[config.mk]
export PLATFORM = sky130hd
export DESIGN_NAME = hio_irq_out
export DESIGN_NICKNAME = d
export VERILOG_FILES = /design/src/core/hio_pkg.sv /design/src/core/hio_irq_out.sv
export SDC_FILE = /design/constraint.sdc
export NUM_CORES = 1
export LEC_CHECK = 0
export BUFFER_PORTS_ARGS = -buffer_cell sky130_fd_sc_hd__clkbuf_2
export CELL_PAD_IN_SITES_DETAIL_PLACEMENT = 1
export CELL_PAD_IN_SITES_GLOBAL_PLACEMENT = 1
export CORE_ASPECT_RATIO = 0.9
export CORE_MARGIN = 2
export CORE_UTILIZATION = 43
export CTS_CLUSTER_DIAMETER = 50
export DETAILED_ROUTE_END_ITERATION = 8
export PLACE_DENSITY_LB_ADDON = 0.2
export SETUP_SLACK_MARGIN = 0.4
export SLEW_MARGIN = 0
export SYNTH_ARGS = -nofsm -noshare
export SYNTH_HDL_FRONTEND = slang
export SYNTH_SLANG_ARGS = --single-unit
export TNS_END_PERCENT = 1
[constraint.sdc]
create_clock -name clock -period 4.1 [get_ports clock]
set_input_delay 0.41 -clock clock [delete_from_list [all_inputs] [get_ports clock]]
set_output_delay 0.41 -clock clock [all_outputs]
set_load 0.005 [all_outputs]
[src/core/hio_pkg.sv]
/*
 * hio_pkg: register map, field positions, reset values and timing
 * constants for the host interrupt output stage.
 * Assumes a single 25 MHz device clock shared by every user.
 */
package hio_pkg;

	// ========================================
	// register offsets
	localparam logic [7:0] OFS_ID = 8'h50;
	localparam logic [7:0] OFS_CFG = 8'h54;
	localparam logic [7:0] OFS_STS = 8'h58;
	localparam logic [7:0] OFS_EN = 8'h5C;

	// ========================================
	// config field positions and power event status bit
	localparam int CFG_INTERVAL_LSB = 24;
	localparam int CFG_RESTART_BIT = 14;
	localparam int CFG_ACTIVE_BIT = 13;
	localparam int CFG_LINE_BIT = 12;
	localparam int CFG_PIN_EN_BIT = 8;
	localparam int CFG_POL_BIT = 4;
	localparam int CFG_TYPE_BIT = 0;
	localparam int POWER_EVENT_BIT = 17;

	// ========================================
	// reset values
	localparam logic [31:0] RST_STS = 32'h0000_0000;
	localparam logic [31:0] RST_EN = 32'h0000_0000;
	localparam logic [7:0] RST_INTERVAL = 8'h00;
	localparam logic RST_POL = 1'b0;
	localparam logic RST_TYPE = 1'b0;

	// ========================================
	// timing
	localparam int CLOCK_PERIOD_NS = 40;
	localparam int HOLDOFF_UNIT_NS = 10000;
	localparam int TICK_CYCLES = HOLDOFF_UNIT_NS / CLOCK_PERIOD_NS;
	localparam logic [7:0] TICK_LAST = 8'(TICK_CYCLES - 1);

	// ========================================
	// register bus request
	typedef struct packed {
		logic wr;
		logic rd;
		logic [7:0] addr;
		logic [31:0] wdata;
	} hio_req_t;

	// ========================================
	// whole block state
	typedef struct packed {
		logic [31:0] sts;
		logic [31:0] en;
		logic [7:0] interval;
		logic pin_en;
		logic pol;
		logic buf_type;
		logic active;
		logic [7:0] units;
		logic [7:0] pre;
		logic asserted;
		logic prev_asserted;
		logic [31:0] rdata;
	} hio_state_t;

endpackage

[src/core/hio_irq_out.sv]
/*
 * hio_irq_out: interrupt status/enable, hold-off timer and request pin
 * driver of a host-attached controller, with its four host registers.
 * Assumes host strobes and event pulses come from the same clock domain.
 */
// Behaviour
// - pin held off for interval field bits 31:24 times 10 us.
// - zero interval disables hold-off, clears counter, delivers pending.
// - a new non-zero interval governs every later interrupt.
// - power event interrupt bypasses hold-off entirely.
// - writing one to bit 14 restarts the hold-off interval.
// - bit 13 reads one while hold-off withholds interrupts.
// - bit 12 shows internal combined line regardless of pin enable, hold-off.
// - bit 8 clear keeps pin deasserted; status bits unaffected.
// - bit 4 picks push-pull polarity: zero low, one high.
// - bit 0 zero open-drain active low, one push-pull.
// - polarity and buffer type survive software reset.
// - identity register gives design code high, revision low.
// - config 54h, status 58h, enable 5Ch, all reset zero.
`timescale 1ns/1ps
module hio_irq_out #(
	parameter logic [15:0] DESIGN_CODE = 16'hA5C3, // arbitrary value
	parameter logic [15:0] REVISION = 16'h0001 // arbitrary value
) (
	// clock and resets
	input wire logic clock,
	input wire logic rst,
	input wire logic soft_rst,
	// host register port
	input wire hio_pkg::hio_req_t req,
	output logic [31:0] rdata,
	// interrupt sources, one-cycle pulses
	input wire logic [31:0] events,
	// request pin
	output logic irq_out,
	output logic irq_oe
);

	// ========================================
	// elaboration check
	if (hio_pkg::TICK_CYCLES < 1 || hio_pkg::TICK_CYCLES > 256) begin
		$error("hold-off tick count out of range");
	end

	hio_pkg::hio_state_t s_q;
	hio_pkg::hio_state_t s_d;
	logic line;
	logic power_on;
	logic wr_cfg;
	logic tick;
	logic fall_start;
	logic [31:0] cfg_view;

	// ========================================
	// combined line and config view
	assign line = |(s_q.sts & s_q.en);
	assign power_on = s_q.sts[hio_pkg::POWER_EVENT_BIT] &
		s_q.en[hio_pkg::POWER_EVENT_BIT];
	assign wr_cfg = req.wr && req.addr == hio_pkg::OFS_CFG;
	assign tick = s_q.pre == hio_pkg::TICK_LAST;
	// pin just fell: hold-off begins, pin kept low this cycle too
	assign fall_start = s_q.prev_asserted && !s_q.asserted &&
		s_q.interval != 8'h00;
	assign cfg_view = {s_q.interval, 9'h000, 1'b0, s_q.active, line,
		3'h0, s_q.pin_en, 3'h0, s_q.pol, 3'h0, s_q.buf_type};

	// ========================================
	// next state
	always_comb begin
		s_d = s_q;
		// status: hardware set wins over write-one clear
		if (req.wr && req.addr == hio_pkg::OFS_STS) begin
			s_d.sts = s_q.sts & ~req.wdata;
		end
		s_d.sts = s_d.sts | events;
		if (req.wr && req.addr == hio_pkg::OFS_EN) begin
			s_d.en = req.wdata;
		end
		if (wr_cfg) begin
			s_d.interval = req.wdata[hio_pkg::CFG_INTERVAL_LSB +: 8];
			s_d.pin_en = req.wdata[hio_pkg::CFG_PIN_EN_BIT];
			s_d.pol = req.wdata[hio_pkg::CFG_POL_BIT];
			s_d.buf_type = req.wdata[hio_pkg::CFG_TYPE_BIT];
		end
		// hold-off timer
		if (s_q.active) begin
			s_d.pre = tick ? 8'h00 : s_q.pre + 8'h01;
			if (tick) begin
				s_d.units = s_q.units + 8'h01;
				if (s_q.units + 8'h01 >= s_q.interval) begin
					s_d.active = 1'b0;
					s_d.units = 8'h00;
				end
			end
		end
		if (fall_start) begin
			s_d.active = 1'b1;
			s_d.units = 8'h00;
			s_d.pre = 8'h00;
		end
		if (wr_cfg && req.wdata[hio_pkg::CFG_RESTART_BIT]) begin
			s_d.active = 1'b1;
			s_d.units = 8'h00;
			s_d.pre = 8'h00;
		end
		if (s_d.interval == 8'h00) begin
			s_d.active = 1'b0;
			s_d.units = 8'h00;
			s_d.pre = 8'h00;
		end
		// pin level; new interval applies from here on
		s_d.asserted = s_q.pin_en &&
			((line && !s_q.active && !fall_start) || power_on);
		s_d.prev_asserted = s_q.asserted;
		// read data
		if (req.rd) begin
			if (req.addr == hio_pkg::OFS_ID) begin
				s_d.rdata = {DESIGN_CODE, REVISION};
			end else if (req.addr == hio_pkg::OFS_CFG) begin
				s_d.rdata = cfg_view;
			end else if (req.addr == hio_pkg::OFS_STS) begin
				s_d.rdata = s_q.sts;
			end else if (req.addr == hio_pkg::OFS_EN) begin
				s_d.rdata = s_q.en;
			end else begin
				s_d.rdata = 32'h0000_0000;
			end
		end
		// software reset keeps polarity and buffer type
		if (soft_rst) begin
			s_d = '0;
			s_d.pol = s_q.pol;
			s_d.buf_type = s_q.buf_type;
		end
	end

	// ========================================
	// state register
	always_ff @(posedge clock or posedge rst) begin
		if (rst) begin
			s_q <= '0;
			s_q.sts <= hio_pkg::RST_STS;
			s_q.en <= hio_pkg::RST_EN;
			s_q.interval <= hio_pkg::RST_INTERVAL;
			s_q.pol <= hio_pkg::RST_POL;
			s_q.buf_type <= hio_pkg::RST_TYPE;
		end else begin
			s_q <= s_d;
		end
	end

	// ========================================
	// pin driver
	assign rdata = s_q.rdata;
	assign irq_out = s_q.buf_type ? (s_q.asserted == s_q.pol) : 1'b0;
	assign irq_oe = s_q.buf_type ? 1'b1 : s_q.asserted;
endmodule

# Word level (Yosys, flattened, before mapping)
# Cells that the tools add are included.
# Widths: inputs -> output; s select.
[word_totals]
reg_bits = 126
inputBits = 77
output_inout_bits = 34
elab_cells = 68
[op_classes]
add_sub_neg = 2
order_cmp = 1
eq_ne = 6
muxes = 18
bitwise_logic = 6
n_reduce_logical = 23
[ops]
columns = ["op", "n"]
rows = [
  ["$mux 32", 7],
  ["$mux 126", 1],
  ["$mux 17", 4],
  ["$and 32x32->32", 2],
  ["$eq 8x7->1 const B", 4],
  ["$not 32->32", 1],
  ["$or 32x32->32", 1],
  ["$reduce_or 32->1", 1],
  ["$mux 9", 2],
  ["$add 8x1->8 const B", 2],
  ["$mux 11", 1],
  ["$reduce_bool 5->1", 2],
  ["$logic_and 1x1->1", 9],
  ["$eq 8x8->1 const B", 1],
  ["$ge 8x8->1", 1],
  ["$logic_not 8->1", 1],
  ["$mux 8", 1],
  ["$reduce_bool 8->1", 1],
  ["$reduce_bool 2->1", 3],
  ["$reduce_and 2->1", 2],
  ["$logic_not 1->1", 3],
  ["$mux 1", 2],
  ["$and 1x1->1", 1],
  ["$eq 1x1->1", 1],
  ["2 further kinds", 2],
]

# Longest topological paths before layout
# Gate-level depths: netlist (run 1).
[logic_depth]
ltp_word = 9
depth_mapped = 10
mapped_depth_nobuf = 10

# Worst setup path after synthesis (run 1)
# OpenSTA, ideal clock, no wires.
[synth_path]
kind = "register to register"
start = "register s_q[44] (netlist bit)"
end = "register s_q[44] (netlist bit)"
setup_time_ns = 0.073
t_arrival_ns = 2.207
t_required_ns = 4.027
path_slack_ns = 1.820
path_stages_with_launch = 11
path_buffers = 1
synth_period_minus_slack_ns = 2.280
cell_sequence = "dfrtp_1 clkbuf_1 nand3_1 nor3_1 xor2_1 ha_1 a21oi_1 nand2_1 a21oi_1 o21ai_0 a21oi_2"
[synth_via]
elab_chain_len = 9
[synth_lines]
columns = ["element", "line", "rtl"]
rows = [
  ["from (decl)", "hio_irq_out.sv:45", "hio_pkg::hio_state_t s_q;"],
  ["$add 8x1->8 *", "hio_irq_out.sv:89, hio_irq_out.sv:90", ""],
  ["$ge 8x8->1", "hio_irq_out.sv:90", "if (s_q.units + 8'h01 >= s_q.interval) begin"],
  ["$mux 9 *", "hio_irq_out.sv:90", ""],
  ["$mux 9 *", "hio_irq_out.sv:88", "if (tick) begin"],
  ["$mux 17 *", "hio_irq_out.sv:86", "if (s_q.active) begin"],
  ["$mux 17 *", "hio_irq_out.sv:96", "if (fall_start) begin"],
  ["$mux 17 *", "hio_irq_out.sv:101", "if (wr_cfg && req.wdata[hio_pkg::CFG_RESTART_BIT]) begin"],
  ["$mux 17 *", "hio_irq_out.sv:106", "if (s_d.interval == 8'h00) begin"],
  ["$mux 126 *", "hio_irq_out.sv:130", "if (soft_rst) begin"],
]
# Mark *: on every way between the ends. The rest lies on a longest branch, timed or not. The select of a mux whose other input is x is not followed.
# A chain may end at the register's enable or synchronous reset.

# Final worst setup path (run 1)
# Ends and elaborated chain as after synthesis.

==> results of run 1 <==
==> metal layers <==
| metal | global-route usage | vias to the layer above | wire length (um) |
|---|---|---|---|
| met1 | 0.364 | 2936 | 9440 |
| met4 | 0.0898 | 0 | 308 |
| met2 | 0.420 | 158 | 9600 |
| met5 | 0 | - | 0 |
| li1 | - | 2625 | - |
| met3 | 0.0801 | 22 | 1230 |
==> power breakdown <==
group / switching, W / internal (W) / total, W
registers: 0.0000255 / 0.00127 / 0.00129
clock network: 0.000563 / 0.00105 / 0.00161
logic: 0.000118 / 0.0000568 / 0.000175
==> cell usage in the layout, fill, tap and decap left out, types with 4 or more instances in the layout <==
| cell type | count |
|---|---|
| sky130_fd_sc_hd__nand2_1 | 178 |
| sky130_fd_sc_hd__dfrtp_1 | 126 |
| sky130_fd_sc_hd__clkbuf_2 | 109 |
| sky130_fd_sc_hd__a21oi_1 | 94 |
| sky130_fd_sc_hd__nor2_1 | 54 |
| sky130_fd_sc_hd__a22oi_1 | 24 |
| sky130_fd_sc_hd__o21ai_0 | 22 |
| sky130_fd_sc_hd__clkbuf_16 | 17 |
| sky130_fd_sc_hd__nand2b_1 | 13 |
| sky130_fd_sc_hd__inv_1 | 13 |
| sky130_fd_sc_hd__nand3_1 | 13 |
| sky130_fd_sc_hd__a22o_1 | 11 |
| sky130_fd_sc_hd__ha_1 | 11 |
| sky130_fd_sc_hd__o2111ai_1 | 9 |
| sky130_fd_sc_hd__buf_4 | 9 |
| sky130_fd_sc_hd__mux2i_1 | 5 |
| sky130_fd_sc_hd__nor2b_1 | 5 |
| sky130_fd_sc_hd__o221ai_1 | 5 |
| sky130_fd_sc_hd__o211ai_1 | 5 |
| sky130_fd_sc_hd__or2_2 | 4 |
| sky130_fd_sc_hd__o21ai_1 | 4 |
| sky130_fd_sc_hd__a221oi_1 | 4 |
| sky130_fd_sc_hd__xnor2_1 | 4 |
| sky130_fd_sc_hd__clkinvlp_4 | 4 |
| sky130_fd_sc_hd__and3_1 | 4 |
| sky130_fd_sc_hd__a21oi_2 | 4 |
| sky130_fd_sc_hd__bufinv_16 | 4 |
==> flip-flops by register name, indices dropped and copies added (netlist names) <==
register and count:
s_q 82, cfg_view 12, rdata 32
==> cell usage after synthesis (4+ instances only) <==
| cell | count |
|---|---|
| sky130_fd_sc_hd__a21oi_1 | 94 |
| sky130_fd_sc_hd__a21oi_2 | 4 |
| sky130_fd_sc_hd__a221oi_1 | 4 |
| sky130_fd_sc_hd__a22o_1 | 11 |
| sky130_fd_sc_hd__a22oi_1 | 24 |
| sky130_fd_sc_hd__and3_1 | 4 |
| sky130_fd_sc_hd__buf_2 | 4 |
| sky130_fd_sc_hd__buf_4 | 35 |
| sky130_fd_sc_hd__buf_6 | 5 |
| sky130_fd_sc_hd__clkbuf_1 | 27 |
| sky130_fd_sc_hd__dfrtp_1 | 126 |
| sky130_fd_sc_hd__ha_1 | 11 |
| sky130_fd_sc_hd__inv_1 | 14 |
| sky130_fd_sc_hd__mux2i_1 | 5 |
| sky130_fd_sc_hd__nand2_1 | 178 |
| sky130_fd_sc_hd__nand2b_1 | 13 |
| sky130_fd_sc_hd__nand3_1 | 13 |
| sky130_fd_sc_hd__nor2_1 | 54 |
| sky130_fd_sc_hd__nor2b_1 | 5 |
| sky130_fd_sc_hd__o2111ai_1 | 9 |
| sky130_fd_sc_hd__o211ai_1 | 5 |
| sky130_fd_sc_hd__o21ai_0 | 22 |
| sky130_fd_sc_hd__o21ai_1 | 4 |
| sky130_fd_sc_hd__o221ai_1 | 5 |
| sky130_fd_sc_hd__or2_2 | 4 |
| sky130_fd_sc_hd__xnor2_1 | 4 |
==> final timing paths <==
path                                  from          end  slack, ns  depth (start not counted)
worst max-delay path               s_q[44]      s_q[44]       1.30                          9
worst max register to register     s_q[44]      s_q[44]       1.30                          9
worst min-delay path                   rst    rdata[18]       0.16                          3
worst min register to register   rdata[10]    rdata[10]       0.49                          2
max in group asynchronous              rst  cfg_view[4]       3.40                          3
min in group clock              events[12]     s_q[106]       0.20                          3
==> logic make-up after synthesis <==
group,after synthesis,synth area share
and+or+nand+nor,298,0.204
AOI/OAI and AO/OA,193,0.190
DFF,126,0.486
buffers and inverters,89,0.0785
adders and majority gates,11,0.0212
xor gates and xnor gates,7,0.00945
muxes,7,0.0112
==> through the flow <==
stage	utilization	hold slack, ns	area (um^2)	worst slack, ns	power [W]
2_1_floorplan	-	0.451	6490	1.82	0.00139
3_3_place_gp	0.471	0.471	6940	1.28	0.00148
3_5_place_dp	0.471	0.485	6940	1.24	0.00149
4_1_cts	0.514	0.187	7560	1.30	0.00310
5_1_grt	0.514	0.192	7560	1.04	0.00317
6_report	0.514	0.156	7560	1.30	0.00308
==> cell type report <==
class	instances	area share
inverter	16	0.00844
tap	198	0.0328
sequential	126	0.417
timing repair buffer	120	0.0844
clock inverter	10	0.0213
clock buffer	22	0.0614
multi-input combinational	516	0.375
==> worst register-to-register path, delay by kind of cell (launching register included) <==
family	cells	cell delay [ns]
adder cells (fa/ha/maj)	1	0.31
AND/OR/NAND/NOR	3	0.50
flip-flops	1	0.46
AO/OA/AOI/OAI	4	1.19
XOR/XNOR	1	0.26
==> impl_metrics.tcl, run 1 <==
set metrics [dict create \
    asyncSetResetFlopFracSynth 1.00 \
    drtIter0Drc 448 \
    type_of_element_launching_the_critical_path "flop" \
    ys_dominant_reg_cell "sky130_fd_sc_hd__dfrtp_1" \
    timing.max_slew.rel_slack 0.318 \
    start_util 0.441 \
    hpwl_mm 14.5 \
    max_cap_violations 0 \
    synth_edf_count 0 \
    sequential_cell_area_um2 3150 \
    synthTopCellsByArea "sky130_fd_sc_hd__dfrtp_1, sky130_fd_sc_hd__nand2_1, sky130_fd_sc_hd__a21oi_1" \
    fillCellCount 1772 \
    timing.final.setup_violations 0 \
    synthesis.instances 731 \
    post_layout_nonfiller_instances 1008 \
    multiInputGateArea_um2 2830 \
    area_growth_syn_to_fin_pct 16.6 \
    final.period_utilization 0.682 \
    postCtsResizedCells 0 \
    worst_path_buf_inv 0 \
    synth.ff_latch_count 126 \
    worst_skew_pair_later_pin_latency_ns 0.43 \
    post-route-drc-count 0 \
    yosys_warnings 0 \
    ctsHtreeMaxLevel 4 \
    final.min_clock_period_ns 2.80 \
    fraction_of_layout_instances_using_a_drive_strength_above_1 0.207 \
    synth.avg_cell_area_um2 8.87 \
    worst_path_dominant_cell_family "compound AO/OA/AOI/OAI gates" \
    timing.critical_path.cells "nand3_1, nor3_1, xor2_1, ha_1, a21oi_1, nand2_1, a21oi_1, o21ai_0, a21oi_2" \
    placement.io_buffers 110 \
    ir_drop_mv 0.299 \
    netlist_area_um2 6490 \
    tns_ns 0 \
    sequential_fraction_of_the_synthesis_area 0.486 \
    track_usage 0.270 \
    first_pass_drt_iterations 5 \
    finalHoldViolCount 0 \
    top_level_ports 111 \
    cts_inserted_buffers 17 \
    design.final.nets 885 \
    grt_pass1_vias 6128 \
    netlist.area_leader.share 0.486 \
    status "finished, final reports clean" \
    arrival_ns 3.15 \
    fp.dieArea_um2 16100 \
    row_count 42 \
    synth_area_leader_cell "sky130_fd_sc_hd__dfrtp_1" \
    maximum_clock_frequency_mhz 357 \
    place_congestion 0.832 \
    hold_buffers 0 \
    worst_ep_required_time_ns 4.45 \
    criticalPathCategory "flop to flop" \
    timing.critical_path.to_type "flop" \
    worstMarginPinSlew_ns 1.01 \
    critPathMostFrequentCell "sky130_fd_sc_hd__a21oi_1" \
    core_region_area_um2 14700 \
    die_w_um 133 \
    synth.distinct_cells 58 \
    mappedNetlistNets 819 \
    clkSlewWorstSetupHoldPaths_ns 0.06 \
    die_h_um 121 \
    cpMaxStageDelayCell "sky130_fd_sc_hd__a21oi_1" \
    critical_path_peak_fanout 9 \
    routed_via_density 5.70 \
    route.vias.total 5741 \
    grt.overflow.total 0 \
    timing.hold.worst.class "primary input to asynchronous set/reset pin" \
    cts_tree "done" \
    power.density_nw_per_um2 407 \
    slowest_delay_ns 0.56 \
    num_antenna_cells 0 \
    clock-sinks 126 \
    grt_antenna_before_repair 0 \
    wirelength_mm 20.6 \
    drv_slew 0 \
    grt_start_max_net_pins 127 \
    place_inst 976 \
    route.antenna.remaining_nets 0 \
    cts.path.max_buffers 2 \
    finClkSkew_ns 0.00747 \
    cts.repair_timing.setup_buffer_count 0 \
    total_leakage_power_nw 3.32 \
    first_pass_grt_wire_length_mm 33.1 \
    clockRootBuffer "sky130_fd_sc_hd__clkbuf_16" \
    rsz0062_at_grt "no" \
    avgRoutedWirePerCell_um 20.4 \
]
(Power assumes the default switching activity.)
==> run 2: changes to the inputs <==
clock period = 2.6 ns   (was 4.1 ns; I/O delays follow)
==> run 2 against run 1 <==
Effect of this change: sequential power grew 58%; first-iteration DRC count grew 8.9%; power grew 56%; sequential cell count is the same; largest cell class unchanged.
==> impl_metrics.tcl, run 2 (same netlist as run 1, synthesis figures left out) <==
set metrics [dict create \
    status "finished, final reports clean" \
    worstMarginPinSlew_ns 0.720 \
    grt.overflow.total 0 \
    post-route-drc-count 0 \
    post-route-worst-setup-slack_ns 0.307 \
    route.antenna.remaining_nets 0 \
    clkSlewWorstSetupHoldPaths_ns 0.06 \
    grt_pass1_vias 6036 \
    wirelength_mm 21.3 \
    met1_grt_util 0.366 \
    power.density_nw_per_um2 609 \
    die_h_um 121 \
    total_net_switching_power_w 0.00115 \
    internal_power_w 0.00365 \
    grt_util_met2 0.437 \
    grt_use_met3 0.0549 \
    power.share.clock 0.517 \
    hold_slack_ns 0.0373 \
    track_usage 0.271 \
    core_region_area_um2 14700 \
    place_congestion 0.801 \
    ctsHtreeMaxLevel 4 \
    portion_of_total_power_attributed_to_sequential_cells 0.425 \
    row_count 42 \
    max_cap_violations 0 \
    grt_antenna_before_repair 0 \
    tns_ns 0 \
    timing.final.setup_violations 0 \
    top_level_ports 111 \
    clock-sinks 126 \
    route.vias.total 5809 \
    avgRoutedWirePerCell_um 20.6 \
    placement.setup.worst_slack_ns 0.258 \
    most_used_cells_in_the_layout_excluding_fill_and_tap_cells "sky130_fd_sc_hd__nand2_1, sky130_fd_sc_hd__dfrtp_1, sky130_fd_sc_hd__clkbuf_2" \
    final.min_clock_period_ns 2.29 \
    largest_reg_flops 82 \
    first_pass_grt_wire_length_mm 33.1 \
    final_common_cell "sky130_fd_sc_hd__nand2_1" \
    critical_path_peak_fanout 5 \
    hpwl_mm 14.1 \
    clockRootBuffer "sky130_fd_sc_hd__clkbuf_16" \
    rsz0062_at_grt "no" \
    placement.io_buffers 110 \
    first_pass_drt_iterations 5 \
    grt_start_max_net_pins 68 \
    arrival_ns 2.63 \
    final.period_utilization 0.882 \
    p_comb_frac 0.058 \
    finClkSkew_ns 0.00887 \
    total_leakage_power_nw 3.49 \
    drtIter0Drc 488 \
    type_of_element_launching_the_critical_path "flop" \
    timing.max_slew.rel_slack 0.516 \
    start_util 0.441 \
    largest-register "s_q" \
    cts_inserted_buffers 17 \
    fillCellCount 1730 \
    fp.dieArea_um2 16100 \
    maximum_clock_frequency_mhz 436 \
    cts_tree "done" \
    fraction_of_layout_instances_using_a_drive_strength_above_1 0.262 \
    global_route.peak_usage_layer "met2" \
    num_antenna_cells 0 \
    worst_skew_pair_later_pin_latency_ns 0.43 \
    worst_ep_required_time_ns 2.93 \
    timing.critical_path.to_type "flop" \
    swShare 0.239 \
    drv_slew 0 \
    cts.path.max_buffers 2 \
    die_w_um 133 \
    timing.hold.worst.class "primary input to flop" \
    design.final.nets 912 \
    finalHoldViolCount 0 \
    criticalPathCategory "flop to flop" \
    area_growth_syn_to_fin_pct 21.6 \
    ir_drop_mv 0.462 \
    routed_via_density 5.61 \
]
-- run 2: cell count changes in the layout (fill, tap and decap cells not counted), sizes merged --
| cell | delta |
|---|---|
| dlygate4sd3 | +1 |
| inv | +1 |
| clkbuf | +2 |
| buf | +26 |
| bufinv | -2 |
| clkinv | -1 |
-- run 2: worst paths after layout --
path / depth (start not counted) / from / slack, ns / endpoint
min: 3 / events[18] / 0.04 / s_q[112]
min reg2reg: 2 / rdata[21] / 0.49 / rdata[21]
max in group asynchronous: 4 / rst / 1.35 / s_q[85]
max: 10 / s_q[46] / 0.31 / s_q[46]
max reg2reg: 10 / s_q[46] / 0.31 / s_q[46]
min in group asynchronous: 3 / rst / 0.37 / rdata[18]
-- run 2: final cells by class --
cell class                 instances  area, um^2  area share
inverter                          16        63.8     0.00809
sequential                       126        3160       0.400
tap                              198         248      0.0314
clock buffer                      24         512      0.0649
timing repair buffer             147         847       0.107
clock inverter                     8         101      0.0128
multi-input combinational        516        2960       0.375
-- run 2: layer usage --
layer  vias to the layer above  routed length [um]  part of all wire
met5                         -                   0                 0
li1                       2678                   -                 -
met3                        35                1090             0.051
met4                         0                 447             0.021
met1                      2936                9560              0.45
met2                       160               10200              0.48
-- run 2: through the flow --
step	cells	utilization	area (um^2)	total power, W
floorplan	731	-	6490	0.00219
detailed placement	984	0.475	7000	0.00235
CTS	1022	0.521	7670	0.00482
global route	1035	0.536	7890	0.00495
finish	1035	0.536	7890	0.00480
global placement	984	0.475	7000	0.00234
-- run 2: power by group through the flow --
| stage | Sequential (W) | Clock, W | Combinational [W] |
|---|---|---|---|
| 3_3_place_gp | 0.00207 | 0 | 0.000268 |
| 3_5_place_dp | 0.00207 | 0 | 0.000275 |
| 2_1_floorplan | 0.00205 | 0 | 0.000141 |
| 4_1_cts | 0.00204 | 0.00250 | 0.000278 |
| 5_1_grt | 0.00204 | 0.00260 | 0.000308 |
| 6_report | 0.00204 | 0.00248 | 0.000277 |
-- run 2: repair_timing --
| action | in CTS | in global routing |
|---|---|---|
| hold buffers | 1 | 0 |
| pin swaps | 4 | 17 |
| buffers inserted | 5 | 13 |
| hold endpoints to repair | 15 | 0 |
| endpoints found under the setup margin | 9 | 9 |
| gates cloned | 0 | 0 |
| resized for setup | 5 | 27 |
-- run 2: critical path, stage by stage, from the launching register on --
cell and delay, ns:
sky130_fd_sc_hd__dfrtp_1 0.43, sky130_fd_sc_hd__nand3_4 0.11, sky130_fd_sc_hd__nor3_4 0.21, sky130_fd_sc_hd__xor2_2 0.20, sky130_fd_sc_hd__ha_1 0.32, sky130_fd_sc_hd__a21oi_2 0.20, sky130_fd_sc_hd__nand2_1 0.10, sky130_fd_sc_hd__a21oi_2 0.19
sky130_fd_sc_hd__buf_6 0.16, sky130_fd_sc_hd__nand3_2 0.08, sky130_fd_sc_hd__a21oi_1 0.20
